--- src/logic/acs_pkg.sv ---
`default_nettype none
package acs_pkg;
	// Register byte offsets
	localparam logic [7:0] OFF_CTRL_A = 8'h00;
	localparam logic [7:0] OFF_CTRL_B = 8'h04;
	localparam logic [7:0] OFF_INSEL  = 8'h08;
	localparam logic [7:0] OFF_CTRL_C = 8'h0C;
	localparam logic [7:0] OFF_AVG    = 8'h10;
	localparam logic [7:0] OFF_SAMP   = 8'h14;
	localparam logic [7:0] OFF_WINDOW_LOWER_THRESHOLD  = 8'h18;
	localparam logic [7:0] OFF_WINDOW_UPPER_THRESHOLD  = 8'h1C;
	localparam logic [7:0] OFF_GAIN   = 8'h20;
	localparam logic [7:0] OFF_OFFS   = 8'h24;
	localparam logic [7:0] OFF_TRIG   = 8'h28;
	localparam logic [7:0] OFF_FLAG   = 8'h2C;
	localparam logic [7:0] OFF_BUSY   = 8'h30;
	localparam logic [7:0] OFF_RESULT = 8'h34;
	// Busy bit positions
	localparam int BSY_SOFT_RESET_BIT = 0;
	localparam int BSY_EN    = 1;
	localparam int BSY_INSEL = 2;
	localparam int BSY_CONTROL_THIRD_REG = 3;
	localparam int BSY_AVG   = 4;
	localparam int BSY_SAMP  = 5;
	localparam int BSY_WINDOW_LOWER_THRESHOLD = 6;
	localparam int BSY_WINDOW_UPPER_THRESHOLD = 7;
	localparam int BSY_GAIN  = 8;
	localparam int BSY_OFFS  = 9;
	localparam int BSY_TRIG  = 10;
	localparam int NUM_SYNC  = 11;
	// Field positions
	localparam int CA_SOFT_RESET_BIT   = 0;
	localparam int CA_EN      = 1;
	localparam int CC_DIFF    = 0;
	localparam int CC_FREE    = 2;
	localparam int CC_RES_LSB = 4;
	localparam int SC_OFFSET_COMP_ENABLE = 7;
	localparam int TR_START   = 1;
	localparam int FL_RESULT_READY_FLAG  = 0;
	// Resolution codes
	localparam logic [1:0] RES_12 = 2'h0;
	localparam logic [1:0] RES_10 = 2'h2;
	localparam logic [1:0] RES_8  = 2'h3;
	// Write masks and reset values
	localparam logic [7:0]  CONTROL_THIRD_REG_MASK  = 8'h35;
	localparam logic [7:0]  SAMP_MASK   = 8'hBF;
	localparam logic [7:0]  AVG_MASK    = 8'h7F;
	localparam logic [15:0] INSEL_MASK  = 16'h1F1F;
	localparam logic [7:0]  CONTROL_THIRD_REG_RST   = 8'h00;
	localparam logic [7:0]  SAMP_RST    = 8'h00;
	// Cycle counts
	localparam int SYNC_DEF    = 3;
	localparam int OFFSET_COMP_ENABLE_DEF = 4;
	// Conversion states
	typedef enum logic [3:0] {
		ACS_IDLE    = 4'b0001,
		ACS_SAMPLE  = 4'b0010,
		ACS_OFFSET_COMP_ENABLE = 4'b0100,
		ACS_CONV    = 4'b1000
	} acs_state_t;
endpackage
`default_nettype wire

--- src/logic/acs_adc_sequencer.sv ---
// Functional notes
// - Resolution 8, 10 or 12 bits by resolution_select; reset gives 12.
// - differential_enable set gives differential conversion, clear single-ended.
// - Single and free-running modes; free-run restarts without new trigger.
// - result_ready_flag sets at the end of every conversion.
// - Conversion starts only after trigger is synchronized into converter domain.
// - Default sampling occupies first half of one converter clock period.
// - sample_length_field nonzero gives that value plus one whole converter clock cycles of sampling.
// - Offset compensation enable bit; sampling then forced to the default half period.
// - Free-run period is sampling plus compensation plus resolution cycles.
// - Converter clock is generic clock divided by two to one plus prescaler.
// - Busy bits set when a crossing write starts, clear at completion.
// - Busy bit 10 follows soft trigger register.
// - Busy bit 9 follows offset correction register.
// - Busy bit 8 follows gain correction register.
// - Busy bit 7 follows window upper threshold register.
// - Busy bit 6 follows window lower threshold register.
// - Busy bit 5 follows sampling control register.
// - Busy bit 4 follows averaging control register.
// - Busy bit 3 follows third control register.
`default_nettype none
module acs_adc_sequencer #(
	parameter int OFFSET_COMP_ENABLE_CYCLES = acs_pkg::OFFSET_COMP_ENABLE_DEF,
	parameter int SYNC_CYCLES    = acs_pkg::SYNC_DEF
) (
	// Clock, reset and enable
	input  wire logic        mclk,
	input  wire logic        reset_n,
	input  wire logic        clk_en,
	// Wishbone slave
	input  wire logic        wb_cyc_i,
	input  wire logic        wb_stb_i,
	input  wire logic        wb_we_i,
	input  wire logic [7:0]  wb_adr_i,
	input  wire logic [3:0]  wb_sel_i,
	input  wire logic [31:0] wb_dat_i,
	output logic      [31:0] wb_dat_o,
	output logic             wb_ack_o,
	// Converter side
	input  wire logic        event_start_i,
	input  wire logic        comp_i,
	output logic             adc_clk_o,
	output logic             sample_o,
	output logic             diff_o,
	output logic      [11:0] dac_o,
	output logic      [4:0]  pos_sel_o,
	output logic      [4:0]  neg_sel_o,
	output logic             conv_done_o
);

	// Elaboration checks
	if (OFFSET_COMP_ENABLE_CYCLES < 1 || OFFSET_COMP_ENABLE_CYCLES > 63) begin : g_bad_oc
		$error("OFFSET_COMP_ENABLE_CYCLES out of range 1..63");
	end
	if (SYNC_CYCLES < 1 || SYNC_CYCLES > 15) begin : g_bad_sy
		$error("SYNC_CYCLES out of range 1..15");
	end

	localparam logic [3:0] SYNC_LAST = 4'(SYNC_CYCLES - 1);
	localparam logic [5:0] OC_LAST   = 6'(OFFSET_COMP_ENABLE_CYCLES - 1);

	// Byte lane merge
	function automatic logic [31:0] acs_merge(
		input logic [31:0] old_v,
		input logic [31:0] new_v,
		input logic [3:0]  sel
	);
		logic [31:0] m;
		m = old_v;
		for (int b = 0; b < 4; b++) begin
			if (sel[b]) begin
				m[b*8 +: 8] = new_v[b*8 +: 8];
			end
		end
		return m;
	endfunction

	// Bus side registers
	logic        soft_reset_bit_b;
	logic        en_b;
	logic [2:0]  presc_r;
	logic [15:0] insel_b;
	logic [7:0]  control_third_reg_b;
	logic [7:0]  avg_b;
	logic [7:0]  samp_b;
	logic [15:0] window_lower_threshold_b;
	logic [15:0] window_upper_threshold_b;
	logic [11:0] gain_b;
	logic [11:0] offs_b;
	logic        trig_pend_r;
	logic        flag_r;
	// Converter side copies
	logic        en_c;
	logic [7:0]  control_third_reg_c;
	logic [7:0]  samp_c;
	logic [15:0] insel_c;
	// Bus handshake
	logic        ack_r;
	logic [31:0] dat_r;
	logic        acc;
	logic        wr;
	logic [31:0] rd_v;
	logic [31:0] wv;
	// Crossing tracking
	logic [10:0] set_v;
	logic [10:0] sdone;
	logic [10:0] busy_v;
	logic        srst;
	// Synchronizers
	logic        evt_s1;
	logic        evt_s2;
	logic        evt_s3;
	logic        cmp_s1;
	logic        cmp_s2;
	// Conversion engine
	acs_pkg::acs_state_t state_r;
	logic [7:0]  div_r;
	logic [7:0]  div_nxt;
	logic [8:0]  div_top9;
	logic        tick;
	logic        first_half;
	logic [5:0]  cnt_r;
	logic [11:0] sar_r;
	logic [3:0]  bit_r;
	logic [11:0] res_r;
	logic        done_r;
	logic        sample_r;
	logic        adc_clk_r;
	logic        start_go;
	logic        trig_go;
	logic        evt_go;
	logic [3:0]  res_bits;
	logic [3:0]  low_bit;
	logic        offc;
	logic [5:0]  eff_len;
	logic [11:0] sar_dec;
	logic [11:0] sar_nx;

	assign acc = wb_cyc_i & wb_stb_i & ~ack_r;
	assign wr  = acc & wb_we_i;
	assign wv  = acs_merge(rd_v, wb_dat_i, wb_sel_i);

	// Read mux
	always_comb begin
		rd_v = 32'h0000_0000;
		if (wb_adr_i == acs_pkg::OFF_CTRL_A) begin
			rd_v[acs_pkg::CA_SOFT_RESET_BIT] = soft_reset_bit_b;
			rd_v[acs_pkg::CA_EN] = en_b;
		end else if (wb_adr_i == acs_pkg::OFF_CTRL_B) begin
			rd_v[2:0] = presc_r;
		end else if (wb_adr_i == acs_pkg::OFF_INSEL) begin
			rd_v[15:0] = insel_b;
		end else if (wb_adr_i == acs_pkg::OFF_CTRL_C) begin
			rd_v[7:0] = control_third_reg_b;
		end else if (wb_adr_i == acs_pkg::OFF_AVG) begin
			rd_v[7:0] = avg_b;
		end else if (wb_adr_i == acs_pkg::OFF_SAMP) begin
			rd_v[7:0] = samp_b;
		end else if (wb_adr_i == acs_pkg::OFF_WINDOW_LOWER_THRESHOLD) begin
			rd_v[15:0] = window_lower_threshold_b;
		end else if (wb_adr_i == acs_pkg::OFF_WINDOW_UPPER_THRESHOLD) begin
			rd_v[15:0] = window_upper_threshold_b;
		end else if (wb_adr_i == acs_pkg::OFF_GAIN) begin
			rd_v[11:0] = gain_b;
		end else if (wb_adr_i == acs_pkg::OFF_OFFS) begin
			rd_v[11:0] = offs_b;
		end else if (wb_adr_i == acs_pkg::OFF_FLAG) begin
			rd_v[acs_pkg::FL_RESULT_READY_FLAG] = flag_r;
		end else if (wb_adr_i == acs_pkg::OFF_BUSY) begin
			rd_v[10:0] = busy_v;
		end else if (wb_adr_i == acs_pkg::OFF_RESULT) begin
			rd_v[11:0] = res_r;
		end
	end

	// Crossing start per write
	always_comb begin
		set_v = 11'h000;
		if (wr) begin
			if (wb_adr_i == acs_pkg::OFF_CTRL_A) begin
				set_v[acs_pkg::BSY_EN] = 1'b1;
				set_v[acs_pkg::BSY_SOFT_RESET_BIT] = wv[acs_pkg::CA_SOFT_RESET_BIT];
			end else if (wb_adr_i == acs_pkg::OFF_INSEL) begin
				set_v[acs_pkg::BSY_INSEL] = 1'b1;
			end else if (wb_adr_i == acs_pkg::OFF_CTRL_C) begin
				set_v[acs_pkg::BSY_CONTROL_THIRD_REG] = 1'b1;
			end else if (wb_adr_i == acs_pkg::OFF_AVG) begin
				set_v[acs_pkg::BSY_AVG] = 1'b1;
			end else if (wb_adr_i == acs_pkg::OFF_SAMP) begin
				set_v[acs_pkg::BSY_SAMP] = 1'b1;
			end else if (wb_adr_i == acs_pkg::OFF_WINDOW_LOWER_THRESHOLD) begin
				set_v[acs_pkg::BSY_WINDOW_LOWER_THRESHOLD] = 1'b1;
			end else if (wb_adr_i == acs_pkg::OFF_WINDOW_UPPER_THRESHOLD) begin
				set_v[acs_pkg::BSY_WINDOW_UPPER_THRESHOLD] = 1'b1;
			end else if (wb_adr_i == acs_pkg::OFF_GAIN) begin
				set_v[acs_pkg::BSY_GAIN] = 1'b1;
			end else if (wb_adr_i == acs_pkg::OFF_OFFS) begin
				set_v[acs_pkg::BSY_OFFS] = 1'b1;
			end else if (wb_adr_i == acs_pkg::OFF_TRIG) begin
				set_v[acs_pkg::BSY_TRIG] = 1'b1;
			end
		end
	end

	// Busy bit per tracked register
	for (genvar gi = 0; gi < acs_pkg::NUM_SYNC; gi++) begin : g_sync
		logic       busy_r;
		logic [3:0] scnt_r;
		always_ff @(posedge mclk) begin
			if (!reset_n) begin
				busy_r <= 1'b0;
				scnt_r <= 4'h0;
			end else if (clk_en) begin
				if (set_v[gi]) begin
					busy_r <= 1'b1;
					scnt_r <= 4'h0;
				end else if (busy_r && scnt_r == SYNC_LAST) begin
					busy_r <= 1'b0;
				end else if (busy_r) begin
					scnt_r <= scnt_r + 4'h1;
				end
			end
		end
		assign busy_v[gi] = busy_r;
		assign sdone[gi]  = busy_r & (scnt_r == SYNC_LAST) & ~set_v[gi];
	end

	assign srst = sdone[acs_pkg::BSY_SOFT_RESET_BIT] & soft_reset_bit_b;

	// Bus handshake
	always_ff @(posedge mclk) begin
		if (!reset_n) begin
			ack_r <= 1'b0;
			dat_r <= 32'h0000_0000;
		end else if (clk_en) begin
			ack_r <= acc;
			if (acc) begin
				dat_r <= rd_v;
			end
		end
	end

	// Bus side register writes
	always_ff @(posedge mclk) begin
		if (!reset_n || srst) begin
			soft_reset_bit_b <= 1'b0;
			en_b    <= 1'b0;
			presc_r <= 3'h0;
			insel_b <= 16'h0000;
			control_third_reg_b <= acs_pkg::CONTROL_THIRD_REG_RST;
			avg_b   <= 8'h00;
			samp_b  <= acs_pkg::SAMP_RST;
			window_lower_threshold_b <= 16'h0000;
			window_upper_threshold_b <= 16'h0000;
			gain_b  <= 12'h000;
			offs_b  <= 12'h000;
		end else if (clk_en && wr) begin
			if (wb_adr_i == acs_pkg::OFF_CTRL_A) begin
				soft_reset_bit_b <= wv[acs_pkg::CA_SOFT_RESET_BIT];
				en_b <= wv[acs_pkg::CA_EN];
			end else if (wb_adr_i == acs_pkg::OFF_CTRL_B) begin
				presc_r <= wv[2:0];
			end else if (wb_adr_i == acs_pkg::OFF_INSEL) begin
				insel_b <= wv[15:0] & acs_pkg::INSEL_MASK;
			end else if (wb_adr_i == acs_pkg::OFF_CTRL_C) begin
				control_third_reg_b <= wv[7:0] & acs_pkg::CONTROL_THIRD_REG_MASK;
			end else if (wb_adr_i == acs_pkg::OFF_AVG) begin
				avg_b <= wv[7:0] & acs_pkg::AVG_MASK;
			end else if (wb_adr_i == acs_pkg::OFF_SAMP) begin
				samp_b <= wv[7:0] & acs_pkg::SAMP_MASK;
			end else if (wb_adr_i == acs_pkg::OFF_WINDOW_LOWER_THRESHOLD) begin
				window_lower_threshold_b <= wv[15:0];
			end else if (wb_adr_i == acs_pkg::OFF_WINDOW_UPPER_THRESHOLD) begin
				window_upper_threshold_b <= wv[15:0];
			end else if (wb_adr_i == acs_pkg::OFF_GAIN) begin
				gain_b <= wv[11:0];
			end else if (wb_adr_i == acs_pkg::OFF_OFFS) begin
				offs_b <= wv[11:0];
			end
		end
	end

	// Copies taken when the crossing completes
	always_ff @(posedge mclk) begin
		if (!reset_n || srst) begin
			en_c    <= 1'b0;
			control_third_reg_c <= acs_pkg::CONTROL_THIRD_REG_RST;
			samp_c  <= acs_pkg::SAMP_RST;
			insel_c <= 16'h0000;
		end else if (clk_en) begin
			if (sdone[acs_pkg::BSY_EN]) begin
				en_c <= en_b;
			end
			if (sdone[acs_pkg::BSY_CONTROL_THIRD_REG]) begin
				control_third_reg_c <= control_third_reg_b;
			end
			if (sdone[acs_pkg::BSY_SAMP]) begin
				samp_c <= samp_b;
			end
			if (sdone[acs_pkg::BSY_INSEL]) begin
				insel_c <= insel_b;
			end
		end
	end

	// Soft trigger pending until crossed
	always_ff @(posedge mclk) begin
		if (!reset_n || srst) begin
			trig_pend_r <= 1'b0;
		end else if (clk_en) begin
			if (wr && wb_adr_i == acs_pkg::OFF_TRIG) begin
				trig_pend_r <= wv[acs_pkg::TR_START];
			end else if (sdone[acs_pkg::BSY_TRIG]) begin
				trig_pend_r <= 1'b0;
			end
		end
	end

	// Result ready flag, write one to clear, set wins
	always_ff @(posedge mclk) begin
		if (!reset_n || srst) begin
			flag_r <= 1'b0;
		end else if (clk_en) begin
			if (done_r) begin
				flag_r <= 1'b1;
			end else if (wr && wb_adr_i == acs_pkg::OFF_FLAG &&
			             wv[acs_pkg::FL_RESULT_READY_FLAG]) begin
				flag_r <= 1'b0;
			end
		end
	end

	// Pin synchronizers
	always_ff @(posedge mclk) begin
		if (!reset_n) begin
			evt_s1 <= 1'b0;
			evt_s2 <= 1'b0;
			evt_s3 <= 1'b0;
			cmp_s1 <= 1'b0;
			cmp_s2 <= 1'b0;
		end else if (clk_en) begin
			evt_s1 <= event_start_i;
			evt_s2 <= evt_s1;
			evt_s3 <= evt_s2;
			cmp_s1 <= comp_i;
			cmp_s2 <= cmp_s1;
		end
	end

	// Start sources after synchronization
	assign trig_go  = sdone[acs_pkg::BSY_TRIG] & trig_pend_r;
	assign evt_go   = evt_s2 & ~evt_s3;
	assign start_go = en_c & (state_r == acs_pkg::ACS_IDLE) &
	                  (trig_go | evt_go);

	// Resolution and sampling settings
	always_comb begin
		case (control_third_reg_c[acs_pkg::CC_RES_LSB +: 2])
			acs_pkg::RES_10: res_bits = 4'd10;
			acs_pkg::RES_8:  res_bits = 4'd8;
			default:         res_bits = 4'd12;
		endcase
	end
	assign low_bit = 4'd12 - res_bits;
	assign offc    = samp_c[acs_pkg::SC_OFFSET_COMP_ENABLE];
	assign eff_len = offc ? 6'h00 : samp_c[5:0];

	// Prescaler, divide by two to one plus field
	assign div_top9 = (9'h002 << presc_r) - 9'h001;
	assign tick     = (div_r == div_top9[7:0]);
	assign first_half = ~div_r[presc_r];
	always_comb begin
		if (start_go || tick) begin
			div_nxt = 8'h00;
		end else begin
			div_nxt = div_r + 8'h01;
		end
	end
	always_ff @(posedge mclk) begin
		if (!reset_n) begin
			div_r     <= 8'h00;
			adc_clk_r <= 1'b0;
		end else if (clk_en) begin
			div_r     <= div_nxt;
			adc_clk_r <= ~div_nxt[presc_r];
		end
	end

	// Successive approximation step
	always_comb begin
		sar_dec = sar_r;
		if (!cmp_s2) begin
			sar_dec[bit_r] = 1'b0;
		end
		sar_nx = sar_dec | (12'h001 << (bit_r - 4'h1));
	end

	// Conversion sequence
	always_ff @(posedge mclk) begin
		if (!reset_n || srst) begin
			state_r <= acs_pkg::ACS_IDLE;
			cnt_r   <= 6'h00;
			sar_r   <= 12'h000;
			bit_r   <= 4'h0;
			res_r   <= 12'h000;
			done_r  <= 1'b0;
		end else if (clk_en) begin
			done_r <= 1'b0;
			if (!en_c) begin
				state_r <= acs_pkg::ACS_IDLE;
			end else begin
				case (state_r)
					acs_pkg::ACS_IDLE: begin
						if (start_go) begin
							state_r <= acs_pkg::ACS_SAMPLE;
							cnt_r <= eff_len;
							sar_r <= 12'h000;
						end
					end
					acs_pkg::ACS_SAMPLE: begin
						if (tick) begin
							if (cnt_r != 6'h00) begin
								cnt_r <= cnt_r - 6'h01;
							end else if (offc) begin
								state_r <= acs_pkg::ACS_OFFSET_COMP_ENABLE;
								cnt_r <= OC_LAST;
							end else begin
								state_r <= acs_pkg::ACS_CONV;
								sar_r <= 12'h800;
								bit_r <= 4'd11;
							end
						end
					end
					acs_pkg::ACS_OFFSET_COMP_ENABLE: begin
						if (tick) begin
							if (cnt_r != 6'h00) begin
								cnt_r <= cnt_r - 6'h01;
							end else begin
								state_r <= acs_pkg::ACS_CONV;
								sar_r <= 12'h800;
								bit_r <= 4'd11;
							end
						end
					end
					acs_pkg::ACS_CONV: begin
						if (tick) begin
							if (bit_r == low_bit) begin
								sar_r <= sar_dec;
								res_r <= sar_dec >> low_bit;
								done_r <= 1'b1;
								if (control_third_reg_c[acs_pkg::CC_FREE]) begin
									state_r <= acs_pkg::ACS_SAMPLE;
									cnt_r <= eff_len;
								end else begin
									state_r <= acs_pkg::ACS_IDLE;
								end
							end else begin
								sar_r <= sar_nx;
								bit_r <= bit_r - 4'h1;
							end
						end
					end
					default: state_r <= acs_pkg::ACS_IDLE;
				endcase
			end
		end
	end

	// Sample window and analog controls
	always_ff @(posedge mclk) begin
		if (!reset_n) begin
			sample_r <= 1'b0;
		end else if (clk_en) begin
			sample_r <= (state_r == acs_pkg::ACS_SAMPLE) &&
			            (cnt_r != 6'h00 || eff_len != 6'h00 ||
			             first_half);
		end
	end

	assign wb_ack_o    = ack_r;
	assign wb_dat_o    = dat_r;
	assign adc_clk_o   = adc_clk_r;
	assign sample_o    = sample_r;
	assign diff_o      = control_third_reg_c[acs_pkg::CC_DIFF];
	assign dac_o       = sar_r;
	assign pos_sel_o   = insel_c[4:0];
	assign neg_sel_o   = insel_c[12:8];
	assign conv_done_o = done_r;

endmodule
`default_nettype wire

--- config.mk ---
export PLATFORM = sky130hd
export DESIGN_NAME = acs_adc_sequencer
export DESIGN_NICKNAME = d
export VERILOG_FILES = /design/src/logic/acs_pkg.sv /design/src/logic/acs_adc_sequencer.sv
export SDC_FILE = /design/constraint.sdc
export NUM_CORES = 1
export LEC_CHECK = 0
export ABC_AREA = 1
export CORE_UTILIZATION = 35
export CTS_CLUSTER_SIZE = 10
export DETAILED_ROUTE_END_ITERATION = 8
export DONT_BUFFER_PORTS = 1
export MAX_ROUTING_LAYER = met4
export PLACE_DENSITY = 0.53
export SLEW_MARGIN = 20
export SYNTH_ARGS = -nofsm -noshare
export SYNTH_HDL_FRONTEND = slang
export SYNTH_SLANG_ARGS = --single-unit
--- constraint.sdc ---
create_clock -name mclk -period 3 [get_ports mclk]
set_clock_uncertainty 0.15 [all_clocks]
set_input_delay 0.15 -clock mclk [delete_from_list [all_inputs] [get_ports mclk]]
set_output_delay 0.15 -clock mclk [all_outputs]
set_load 0.005 [all_outputs]
# Word level (Yosys, flattened, before mapping)
# Index checks and enable logic that the tools add are counted.
# Widths: inputs -> output; s select.
# totals
wordCells	443
output_inout_bits	59
latch_bits	0
rom_bits	0
register_bits	239
mem_count	0
mem_bits_rw	0
# op_classes
n_addsub	16
n_div	0
shift	3
magnitude_cmp	3
mul	0
reduce_logical	95
bitwise_logic	43
n_eq_ne	62
muxes	166
# op_table
operator	count
$mux 12	25
$mux 4	51
$mux 8	10
$mux 6	11
$eq 4x2->1 const B	12
$eq 8x6->1 const B	6
$pmux 12 s4	1
$reduce_bool 2->1	24
$mux 1	45
$add 4x1->4 const B	11
$ne 2x2->1 const B	22
$reduce_and 2->1	19
$reduce_and 3->1	12
$mux 11	3
$eq 8x5->1 const B	4
$mux 16	2
$reduce_and 10->1	3
$ne 3x3->1 const B	8
$pmux 6 s4	1
$reduce_and 11->1	2
$and 1x1->1	20
$not 1->1	19
$logic_and 1x1->1	17
$eq 8x4->1 const B	2
46 further kinds	58

# Longest topological paths before layout
# Gate-level depths: netlist (run 1).
# depth
depth_word	39
ltp_mapped	21

# Worst setup path before layout (run 1)
# OpenSTA, ideal clock, no wires.
# synth_timing
path_type	register to register
start	register presc_r[0]
end	register state_r[2]
synth_period_minus_slack_ns	2.481
slack_ns	0.519
setup_time_ns	0.117
arrival_time_ns	2.213
required_ns	2.733
stages_incl_launch_ff	17
cell_sequence	dfxtp_1 > inv_2 > nor2_1 > nand2_1 > ha_1 > xnor2_1 > nor3_1 > nand2_1 > nor2_1 > nand2_1 > buf_4 > a21oi_2 > nand2_1 > nand2_1 > nand2_1 > o21ai_0 > nor2_1
# synth_via
elab_chain_len	9
word_cells_on_any_way	16
# synth_rtl
element	line	source
start: declaration	acs_adc_sequencer.sv:81	logic [2:0] presc_r;
start signal: assignment	acs_adc_sequencer.sv:262	presc_r <= wv[2:0];
branches (longest 9 deep; another with $sub 8x1->8)	--	
end signal: assignment	acs_adc_sequencer.sv:401	state_r <= acs_pkg::ACS_IDLE;
end signal: assignment	acs_adc_sequencer.sv:410	state_r <= acs_pkg::ACS_IDLE;
end signal: assignment	acs_adc_sequencer.sv:415	state_r <= acs_pkg::ACS_SAMPLE;
end: declaration	acs_adc_sequencer.sv:116	acs_pkg::acs_state_t state_r;
# Several ways; the timed one is not identified.
# A chain may end at the register's enable or synchronous reset.

# Final worst setup path (run 1)
# layout_timing
start	input wb_adr_i[5]
end	register insel_b[1]
# layout_via
elab_chain_len	33
word_cells_on_any_way	49
# layout_rtl
element	line	source
start: declaration	acs_adc_sequencer.sv:34	input wire logic [7:0] wb_adr_i,
$eq 8x6->1	acs_adc_sequencer.sv:171	end else if (wb_adr_i == acs_pkg::OFF_RESULT) begin
$mux 12	acs_adc_sequencer.sv:171	
$mux 12	acs_adc_sequencer.sv:169	end else if (wb_adr_i == acs_pkg::OFF_BUSY) begin
$mux 12	acs_adc_sequencer.sv:167	end else if (wb_adr_i == acs_pkg::OFF_FLAG) begin
$mux 12	acs_adc_sequencer.sv:165	end else if (wb_adr_i == acs_pkg::OFF_OFFS) begin
$mux 12	acs_adc_sequencer.sv:163	end else if (wb_adr_i == acs_pkg::OFF_GAIN) begin
$mux 12	acs_adc_sequencer.sv:161	end else if (wb_adr_i == acs_pkg::OFF_WINDOW_UPPER_THRESHOLD) begin
$mux 12	acs_adc_sequencer.sv:159	end else if (wb_adr_i == acs_pkg::OFF_WINDOW_LOWER_THRESHOLD) begin
(+17 left out)	--	
$mux 2	acs_adc_sequencer.sv:146	if (wb_adr_i == acs_pkg::OFF_CTRL_A) begin
$mux 8	acs_adc_sequencer.sv:71	if (sel[b]) begin
$mux 2	acs_adc_sequencer.sv:180	if (wb_adr_i == acs_pkg::OFF_CTRL_A) begin
$mux 11	acs_adc_sequencer.sv:179	if (wr) begin
$not 1->1	acs_adc_sequencer.sv:225	assign sdone[gi] = busy_r & (scnt_r == SYNC_LAST) & ~set_v[gi];
$and 1x1->1	acs_adc_sequencer.sv:225	
$and 1x1->1	acs_adc_sequencer.sv:228	assign srst = sdone[acs_pkg::BSY_SOFT_RESET_BIT] & soft_reset_bit_b;
$logic_or 1x1->1	acs_adc_sequencer.sv:245	if (!reset_n || srst) begin
end signal: assignment	acs_adc_sequencer.sv:264	insel_b <= wv[15:0] & acs_pkg::INSEL_MASK;
end: declaration	acs_adc_sequencer.sv:82	logic [15:0] insel_b;
# Several ways; a longest one is shown, not always the timed one. The select of a mux whose other input is x is not followed.

==> summary.md, run 1 <==
| Metric | Value |
|---|---|
| Status | `completed` |
| CTS clock-pin slew for the worst setup and hold paths | `60 ps` |
| Final WS setup | `107 ps` |
| GRT overflow | `0` |
| Post-route cell area | `14600 um^2` |
| Seq cells post-synth | `239` |
| H-tree levels | `1` |
| Crit path kind | `in2reg` |
| CP delay by family, top | `buffers and inverters` |
| Num CTS Buffers | `29` |
| Vias in the first global route | `11000` |
| Layout cells sized above 1 | `0.0912` |
| Reg2Reg Depth | `12` |
| Detail Route Antenna Nets | `0` |
| Syn_area_per_cell | `6.92 um^2` |
| CP max FO | `10` |
| Initial antenna violation count | `0` |
| Clock latency on the worst-skew pair | `560 ps` |
| DRC | `0` |
| Crit path top cell by count | `nand2_1` |
| Die Footprint | `36600 um^2` |
| Crit end category | `flop` |
| Global-route wire length before repair | `61.2 mm` |
| Vias | `12200` |
| CP Data Arrival Time | `3180 ps` |
| Initial DRC count | `879` |
| Number of synthesized flops with an enable pin | `0` |
| Synthesized instance count | `1816` |
| Chip height | `191 um` |
| Largest net degree at the start of global routing | `54` |
| Leak pwr | `0.00578 uW` |
| Avg WL per Cell | `17.0 um` |
| Max stage delay on crit path | `590 ps` |
| CP max-delay cell | `dlygate4sd3_1` |
| GR Util All Layers | `0.219` |
| GR met1 Demand/Resource | `0.305` |
| R2R Setup Slk | `130 ps` |
| N_diodes | `0` |
| Placed Area | `13100 um^2` |
| Syn-to-layout area delta | `16.1%` |
| Setup Viol. Count Final | `0` |
| Yosys cell types | `57` |
| Hold depth | `6` |
| M3 GR Usage | `0.0272` |
| Post-synthesis sequential area ratio | `0.381` |
| Worst hold path type | `in2reg` |
| Worst slew pin tran | `864 ps` |
| Finished Core Util | `0.412` |
| Min Tclk post-route | `2890 ps` |
| IO Count | `111` |
| Initial Util | `0.355` |
| Most frequent cells in the layout | `nand2_1, dfxtp_1, nor2_1` |
| DR vias/cell | `5.21` |
| Critical path buffers and inverters | `4` |
| Top FF cell, synth | `dfxtp_1` |
| CTS tree | `built` |
| CTS Sinks | `239` |
| Ys Warns | `0` |
| Core Box Area | `35400 um^2` |
| Final hold violation count | `0` |
| Global-route met2 utilization | `0.332` |
| Async set or reset register ratio after synthesis | `0` |
| Max_cap viols | `0` |
| R2r startpoint | `wb_ack_o$_SDFFE_PN0P_` |
| RSZ-0062 raised after global routing | `no` |
| Final period util | `0.964` |
| First-pass iteration count of the detailed router | `5` |
| Final HPWL DP | `28.2 mm` |
| Relative slew slack | `0.424` |
| Port bufs | `0` |
| RR Endpoint | `window_upper_threshold_b[1]$_SDFFE_PP0P_` |
| Final WL | `39.9 mm` |
| Worst hold start | `clk_en` |
| Slew Limit Fails | `0` |
| CP Launch Type | `input port` |
| Commonest non-fill, non-tap cell in the layout | `nand2_1` |
| GR peak layer | `met2` |
| Rows | `69` |
| CTS max path bufs | `3` |
| Mapped Area | `12600 um^2` |
| Power Density | `472 nW/um^2` |
| Fill cells | `3705` |
| Cell Count, Final, Fillers Out | `2346` |
| Hold Path Sink | `dac_o[8]$_SDFFE_PP0P_` |
| Nets | `1962` |
| Maximum operating frequency | `346 MHz` |
| Placed Cells | `2253` |
| Worst vdd ir | `0.377 mV` |
| Dpl ws | `279 ps` |
| Die X | `191 um` |
| Worst-path cell chain | `dlygate4sd3_1, nand2_1, dlygate4sd3_1, nor2_1, nand2_2, buf_4, o22ai_1, o21ai_0, nand2_1, nand2_1, nand2_1, nand3_2, buf_4, nand3_1, a21oi_1` |
| Fin Setup TNS | `0 ps` |
| RePlAce Congestion | `0.889` |
| Root Buffer | `clkbuf_16` |
| Critical Path RT | `3280 ps` |
Yosys cell counts, types with 9 or more instances:
cell type  instances  share of area
ha_1              34          0.034
o22ai_1           16         0.0080
dfxtp_1          239           0.38
a21oi_1          135          0.054
nor2_2            10         0.0050
nand4_1           15         0.0075
o21ai_1            9         0.0036
clkbuf_1          26         0.0078
nor2_1           197          0.059
buf_2             25          0.010
buf_4             22          0.013
inv_1            190          0.057
o211ai_1          16         0.0096
nor3_1            24         0.0096
inv_2             17         0.0051
o21ai_0          161          0.064
xor2_1            11         0.0077
nand2_1          377           0.11
mux2i_1           13          0.010
or2_2             18         0.0090
nand3_1          152          0.061
o21bai_1           9         0.0054
flip-flops by register name, summed over array words and instances, names as in the netlist, 3 cells and up:
register / flops
g_sync.scnt_r: 44
wb_dat_o: 16
window_lower_threshold_b: 16
window_upper_threshold_b: 16
dac_o: 12
gain_b: 12
offs_b: 12
res_r: 12
g_sync.busy_r: 11
insel_b: 10
insel_c: 10
div_r: 8
avg_b: 7
samp_b: 7
samp_c: 7
cnt_r: 6
bit_r: 4
control_third_reg_b: 4
control_third_reg_c: 4
state_r: 4
presc_r: 3
cell families (layout without fill, tap and decap cells):
group,Yosys count,in the layout,synth area share
other cells,1,16,0.000299
flops,239,239,0.381
compound gates,394,394,0.176
buf+inv,291,345,0.0972
fa+ha+maj,34,34,0.0339
mux,13,13,0.0104
simple gates,828,828,0.290
xor+xnor,16,16,0.0112
per-stage QoR:
stage                     hold WS (ps)  power (uW)
after floorplan                    135        3530
after detailed placement           106        3590
after global placement             101        3590
after global routing              71.5        7120
after CTS                         7.34        6950
final                             24.0        6880
timing repair:
item,4_1_cts,5_1_grt
buffers inserted,0,7
hold buffers,45,0
gates resized for setup,0,18
hold endpoints to repair,239,0
setup endpoints to repair,0,53
how the worst max path moves through the flow:
stage	cells past startpoint	endpoint	from	slack, ps
4_1_cts	11	insel_b[12]$_SDFFE_PP0P_	wb_ack_o$_SDFFE_PN0P_	30
3_5_place_dp	15	dac_o[3]$_SDFFE_PP0P_	presc_r[0]$_SDFFE_PP0P_	280
5_1_grt	14	offs_b[8]$_SDFFE_PP0P_	wb_ack_o$_SDFFE_PN0P_	4
6_report	15	insel_b[1]$_SDFFE_PP0P_	wb_adr_i[5]	110
3_3_place_gp	15	dac_o[6]$_SDFFE_PP0P_	presc_r[0]$_SDFFE_PP0P_	340
2_1_floorplan	16	state_r[2]$_SDFFE_PP0P_	presc_r[0]$_SDFFE_PP0P_	520
cell type report:
type / instances / area, um^2 / share of cell area
Multi-Input combinational cell: 1301 / 6670 / 0.458
Sequential cell: 239 / 4790 / 0.328
Timing Repair Buffer: 96 / 911 / 0.0625
Clock buffer: 38 / 810 / 0.0555
Inverter: 209 / 785 / 0.0538
Tap cell: 461 / 577 / 0.0396
Clock inverter: 2 / 35.0 / 0.00240
per-layer routing:
layer	wire [um]	vias to the layer above
met3	2030	54
met4	754	0
met2	17600	315
met5	0	-
met1	19500	5768
li1	-	6074
report_power, final:
group	switching [uW]	leakage (uW)	internal, uW	total, uW
combinational	255	0.00343	129	385
clock	1330	0.000416	1930	3260
sequential	26.7	0.00193	3200	3230
total	1620	0.00578	5260	6880
worst reg2reg max path, cell delays in order, from the launching register on:
cell and delay (ps):
dfxtp_1 330, inv_1 70, nand3_1 120, nor2_4 160, dlygate4sd3_1 630, inv_2 110, nor2_1 130, inv_2 160
nor4_4 310, buf_2 360, or2_2 170, nand2_1 50, nor2_1 70
Power figures use the tool's default switching activity.
==> run 2, diff against run 1 <==
- ABC_AREA: 1 -> unset
==> run 2 against run 1 <==
Against the previous run:
- the run now ends with design-rule violations left
- core utilization up 0.35 points
- global-route usage up 1.2 points
- worst setup slack worse by 71 ps
- via count down 3.8%
- sequential power about the same
- power down 0.51%
==> summary.md, run 2 <==
| Metric | Value |
|---|---|
| Most frequent cells in the layout | `dfxtp_1, nor2_1, nand2_1` |
| Vias | `11700` |
| Post-synthesis sequential area ratio | `0.374` |
| Status | `complete, but fails checks` |
| Fin Setup TNS | `0 ps` |
| Setup Viol. Count Final | `0` |
| Yosys top cell area share | `0.374` |
| Max_cap viols | `0` |
| DRC | `12` |
| Relative slew slack | `0.435` |
| Power Total | `6840 uW` |
| N_diodes | `0` |
| RSZ-0062 raised after global routing | `no` |
| Layout cells sized above 1 | `0.112` |
| DR vias/cell | `5.54` |
| Final period util | `0.988` |
| CTS tree | `built` |
| Syn_area_per_cell | `8.02 um^2` |
| Finished Core Util | `0.415` |
| R2R Setup Slk | `110 ps` |
| Worst slew pin tran | `845 ps` |
| Top FF cell, synth | `dfxtp_1` |
| Slew Limit Fails | `0` |
| CP max FO | `33` |
| Async set or reset register ratio after synthesis | `0` |
| Die Footprint | `37300 um^2` |
| Clock latency on the worst-skew pair | `580 ps` |
| Top post-synthesis cells by area | `dfxtp_1, nor2_1, a21oi_1` |
| Worst vdd ir | `0.519 mV` |
| Initial antenna violation count | `1` |
| Detail Route Antenna Nets | `0` |
| Syn-to-layout area delta | `16.2%` |
| Final WL | `42.1 mm` |
| Initial Util | `0.357` |
| Critical Path RT | `3350 ps` |
| Most numerous cell in the Yosys netlist | `dfxtp_1` |
| Final hold violation count | `0` |
| Initial DRC count | `933` |
| Avg WL per Cell | `19.9 um` |
| Biggest register | `g_sync.scnt_r` |
| CTS clock-pin slew for the worst setup and hold paths | `60 ps` |
| CP Launch Type | `input port` |
| Largest register FFs | `44` |
| Synthesized instance count | `1594` |
| CTS Sinks | `239` |
| Final HPWL DP | `29.5 mm` |
| Failing checks | `design-rule violations` |
| Nets | `1732` |
| RePlAce Congestion | `0.927` |
| Hold Slack | `20.4 ps` |
| Leak pwr | `0.00524 uW` |
| Vias in the first global route | `10900` |
| GRT overflow | `0` |
| Commonest non-fill, non-tap cell in the layout | `dfxtp_1` |
| Maximum operating frequency | `337 MHz` |
| Rows | `69` |
| H-tree levels | `1` |
| Seq cells post-synth | `239` |
| Chip height | `193 um` |
| CTS max path bufs | `3` |
| Cell Count, Final, Fillers Out | `2120` |
| Mapped Area | `12800 um^2` |
| Number of synthesized flops with an enable pin | `0` |
| Crit path kind | `in2reg` |
| Min Tclk post-route | `2960 ps` |
| GR Util All Layers | `0.231` |
| Global-route wire length before repair | `64.6 mm` |
| Placed Cells | `2032` |
| Num CTS Buffers | `29` |
| Core Box Area | `35700 um^2` |
| Die X | `193 um` |
| Worst hold path type | `in2reg` |
| Crit end category | `flop` |
| CP Data Arrival Time | `3320 ps` |
| Ys Warns | `0` |
| Largest net degree at the start of global routing | `130` |
| Root Buffer | `clkbuf_16` |
| Power Density | `461 nW/um^2` |
| Synth area leader | `dfxtp_1` |
| Port bufs | `0` |
| Synth top cells by count | `dfxtp_1, nor2_1, nand2_1, a21oi_1, o21ai_0` |
| Yosys cell types | `96` |
| IO Count | `111` |
| First-pass iteration count of the detailed router | `7` |
| Fill cells | `3666` |
-- run 2: changes by cell type in the layout (fill, tap and decap cells not counted), moves of 26 or more --
cell      previous run  this run
inv_1              190        40
nor2_1             191       218
mux2i_1             13        49
nand2_1            375       187
o21ai_0            161        75
nand3_1            150        43
a211oi_1             7        33
buf_4               45        83
-- run 2: path summary, 6_finish.rpt --
kind,cells past startpoint,from,to
max,8,wb_adr_i[2],trig_pend_r$_SDFFE_PP0P_
min,5,wb_adr_i[2],wb_dat_o[9]$_SDFFE_PN0P_
max reg2reg,7,wb_ack_o$_SDFFE_PN0P_,trig_pend_r$_SDFFE_PP0P_
min reg2reg,2,gain_b[1]$_SDFFE_PP0P_,gain_b[1]$_SDFFE_PP0P_
-- run 2: worst max-delay path, cell delays in order --
cell and delay [ps]:
dlygate4sd3_1 730, or4b_1 600, nor3_4 240, dlygate4sd3_1 620, buf_4 140, nand4_1 100, dlygate4sd3_1 590, a21oi_1 140
-- run 2: where the power goes --
part	total [uW]	internal (uW)	leakage (uW)	switching (uW)
clock	3250	1870	0.000416	1380
sequential	3200	3190	0.00193	14.0
combinational	382	131	0.00289	252
total	6840	5200	0.00524	1640
-- run 2: per-stage QoR --
| stage | area (um^2) | setup WS (ps) |
|---|---|---|
| after detailed placement | 13500 | -5.73 |
| final | 14800 | 35.4 |
| after global placement | 13500 | 67.8 |
| after global routing | 14800 | 0.237 |
| after CTS | 14800 | 1.91 |
| after floorplan | 12800 | 100 |
-- run 2: layout make-up --
class	count	area, um^2	share of cell area
Multi-Input combinational cell	1206	7370	0.497
Clock inverter	2	25.0	0.00169
Inverter	43	161	0.0109
Clock buffer	42	825	0.0556
Tap cell	461	577	0.0389
Timing Repair Buffer	127	1100	0.0742
Sequential cell	239	4780	0.322
-- run 2: cell families (layout without fill, tap and decap cells) --
kind of cell             Yosys count  after routing  share of synthesized area
multiplexers                      59             59                     0.0490
AO/OA/AOI/OAI                    438            438                      0.227
other                              1             16                   0.000294
buffers and inverters            164            214                     0.0594
XOR/XNOR                          34             34                     0.0233
adder cells (fa/ha/maj)           34             34                     0.0333
AND/OR/NAND/NOR                  625            625                      0.234
flip-flops                       239            239                      0.374
-- run 2: per-layer routing --
| layer | part of all wire | global-route usage | vias to the layer above |
|---|---|---|---|
| li1 | - | - | 5766 |
| met1 | 0.47 | 0.316 | 5584 |
| met2 | 0.44 | 0.344 | 326 |
| met3 | 0.056 | 0.0360 | 71 |
| met4 | 0.036 | 0.0787 | 0 |
| met5 | 0 | - | - |
-- run 2: what timing repair did --
item                                    CTS  global route
endpoints found under the setup margin    8            44
endpoints found under the hold margin   233             0
buffers inserted                          0             1
pin swaps                                 1             3
hold buffers                             43             0
resized for setup                         1             8
==> run 3, diff against run 2 <==
- ABC_CLOCK_PERIOD_IN_PS: unset -> 3000
- REMOVE_ABC_BUFFERS: unset -> 1
==> run 3 against run 2 <==
Against the previous run:
- sequential cell count did not move
- the flow still finishes with violations (design-rule violations)
- wire length rose by 1.1%
- highest routed layer unchanged
- hold slack improved by 4.1 ps
- clock-buffer cell count fell by 2
- sequential power barely moved
- fmax rose by 0.94%
- clock power rose by 5%
==> summary.md, run 3 (synthesis results as in run 2) <==
| Metric | Value |
|---|---|
| Largest register FFs | `44` |
| Clock latency on the worst-skew pair | `580 ps` |
| CP max FO | `5` |
| RSZ-0062 raised after global routing | `yes` |
| DR vias/cell | `5.59` |
| Finished Core Util | `0.418` |
| H-tree levels | `1` |
| CTS Sinks | `239` |
| Min Tclk post-route | `2940 ps` |
| Placed Area | `13500 um^2` |
| Failing checks | `design-rule violations` |
| Die Footprint | `37300 um^2` |
| CP Data Arrival Time | `3290 ps` |
| Crit end category | `flop` |
| First-pass iteration count of the detailed router | `9` |
| Layout cells sized above 1 | `0.116` |
| Initial Util | `0.357` |
| Commonest non-fill, non-tap cell in the layout | `dfxtp_1` |
| Root Buffer | `clkbuf_16` |
| Worst-path cell chain | `or3_4, ha_4, xor2_1, nand2_1, a2111oi_4, nand3_2, a2bb2oi_4, buf_12, or3_4, a21oi_2` |
| Max_cap viols | `0` |
| DRC | `8` |
| CTS tree | `built` |
| Detail Route Antenna Nets | `0` |
| N_diodes | `0` |
| Biggest register | `g_sync.scnt_r` |
| Final period util | `0.979` |
| CP max-delay cell | `a2111oi_4` |
| Status | `complete, but fails checks` |
| Num CTS Buffers | `30` |
| Port bufs | `0` |
| Avg WL per Cell | `20.1 um` |
| Worst slew pin tran | `1120 ps` |
| Cell Count, Final, Fillers Out | `2114` |
| Fin Setup TNS | `0 ps` |
| Leak pwr | `0.00528 uW` |
| CTS max path bufs | `3` |
| Relative slew slack | `0.250` |
| Fill cells | `3658` |
| Vias in the first global route | `11300` |
| Final HPWL DP | `29.3 mm` |
| GRT overflow | `0` |
| CP Launch Type | `flop` |
| Vias | `11800` |
| Syn-to-layout area delta | `17.0%` |
| Core Box Area | `35700 um^2` |
| Initial DRC count | `846` |
| Crit path kind | `reg2reg` |
| Max stage delay on crit path | `450 ps` |
| Critical Path RT | `3360 ps` |
| Critical path buffers and inverters | `1` |
| Most frequent cells in the layout | `dfxtp_1, nor2_1, nand2_1` |
| Power Density | `468 nW/um^2` |
| Die X | `193 um` |
| Final WL | `42.6 mm` |
| Post-route cell area | `14900 um^2` |
| Placed Cells | `2026` |
| Final hold violation count | `0` |
| RePlAce Congestion | `0.920` |
| Crit path top cell by count | `or3_4` |
| Setup Viol. Count Final | `0` |
| Nets | `1727` |
| Worst hold path type | `in2reg` |
| Initial antenna violation count | `1` |
| CP delay by family, top | `simple AND/OR/NAND/NOR gates` |
| Maximum operating frequency | `340 MHz` |
| CTS clock-pin slew for the worst setup and hold paths | `60 ps` |
| Slew Limit Fails | `0` |
| Power Total | `7000 uW` |
| Worst vdd ir | `0.443 mV` |
| Chip height | `193 um` |
| Rows | `69` |
| GR Util All Layers | `0.233` |
| IO Count | `111` |
| Global-route wire length before repair | `65.7 mm` |
| Largest net degree at the start of global routing | `65` |
==> run 3: cell count changes in the layout (fill, tap and decap cells not counted), moves of 2 or more <==
cell / previous run / this run
clkbuf_8: 5 / 3
dlygate4sd3_1: 41 / 37
or3_1: 17 / 14
clkbuf_1: 8 / 6
buf_6: 0 / 2
buf_12: 2 / 6
clkbuf_16: 29 / 34
or3_4: 0 / 3
mux2i_1: 49 / 47
buf_4: 83 / 72
mux2i_2: 0 / 2
==> run 3: power breakdown <==
part           switching [uW]  internal (uW)
clock                    1400           2000
sequential               14.0           3190
combinational             260            135
total                    1670           5330
==> run 3: worst min-delay path: cells and delay by family <==
| kind | cells | cell delay [ps] |
|---|---|---|
| AOI/OAI and AO/OA | 3 | 230 |
| and+or+nand+nor | 3 | 310 |
==> run 3: final cells by class <==
type                       count  area (um^2)  area share
multi-input combinational   1206         7390       0.494
sequential                   239         4790       0.320
timing repair buffer         121         1140      0.0764
clock buffer                  40          840      0.0562
tap                          461          577      0.0386
inverter                      43          161      0.0108
clock inverter                 4         51.3     0.00343
==> run 3: timing repair <==
action | CTS | global route
buffers inserted | 0 | 1
hold buffers | 40 | 0
pin swaps | 0 | 20
endpoints found under the setup margin | 1 | 48
endpoints found under the hold margin | 202 | 0
gates resized for setup | 1 | 19
gates cloned | 0 | 3
==> run 3: layer usage <==
layer	routed length (um)	vias to the layer above	track usage
met2	19700	347	0.368
met4	1190	0	0.0766
met1	19100	5641	0.303
met3	2640	87	0.0369
li1	-	5748	-
met5	0	-	-
==> run 3: stage by stage <==
stage / setup slack (ps) / hold WS, ps
floorplan: -851 / 126
global placement: 39.5 / 150
detailed placement: -1.71 / 158
CTS: 17.4 / 8.33
global route: -72.5 / 54.6
finish: 63.0 / 24.5
==> run 3: path summary, 6_finish.rpt <==
check                                                 to                    start  cells after the start  slack, ps
worst min register to register     avg_b[1]$_SDFFE_PP0P_    avg_b[1]$_SDFFE_PP0P_                      2        300
worst max register to register     dac_o[1]$_SDFFE_PP0P_  presc_r[0]$_SDFFE_PP0P_                     10         60
worst min-delay path            wb_dat_o[7]$_SDFFE_PN0P_              wb_adr_i[2]                      6         20
worst max-delay path               dac_o[1]$_SDFFE_PP0P_  presc_r[0]$_SDFFE_PP0P_                     10         60
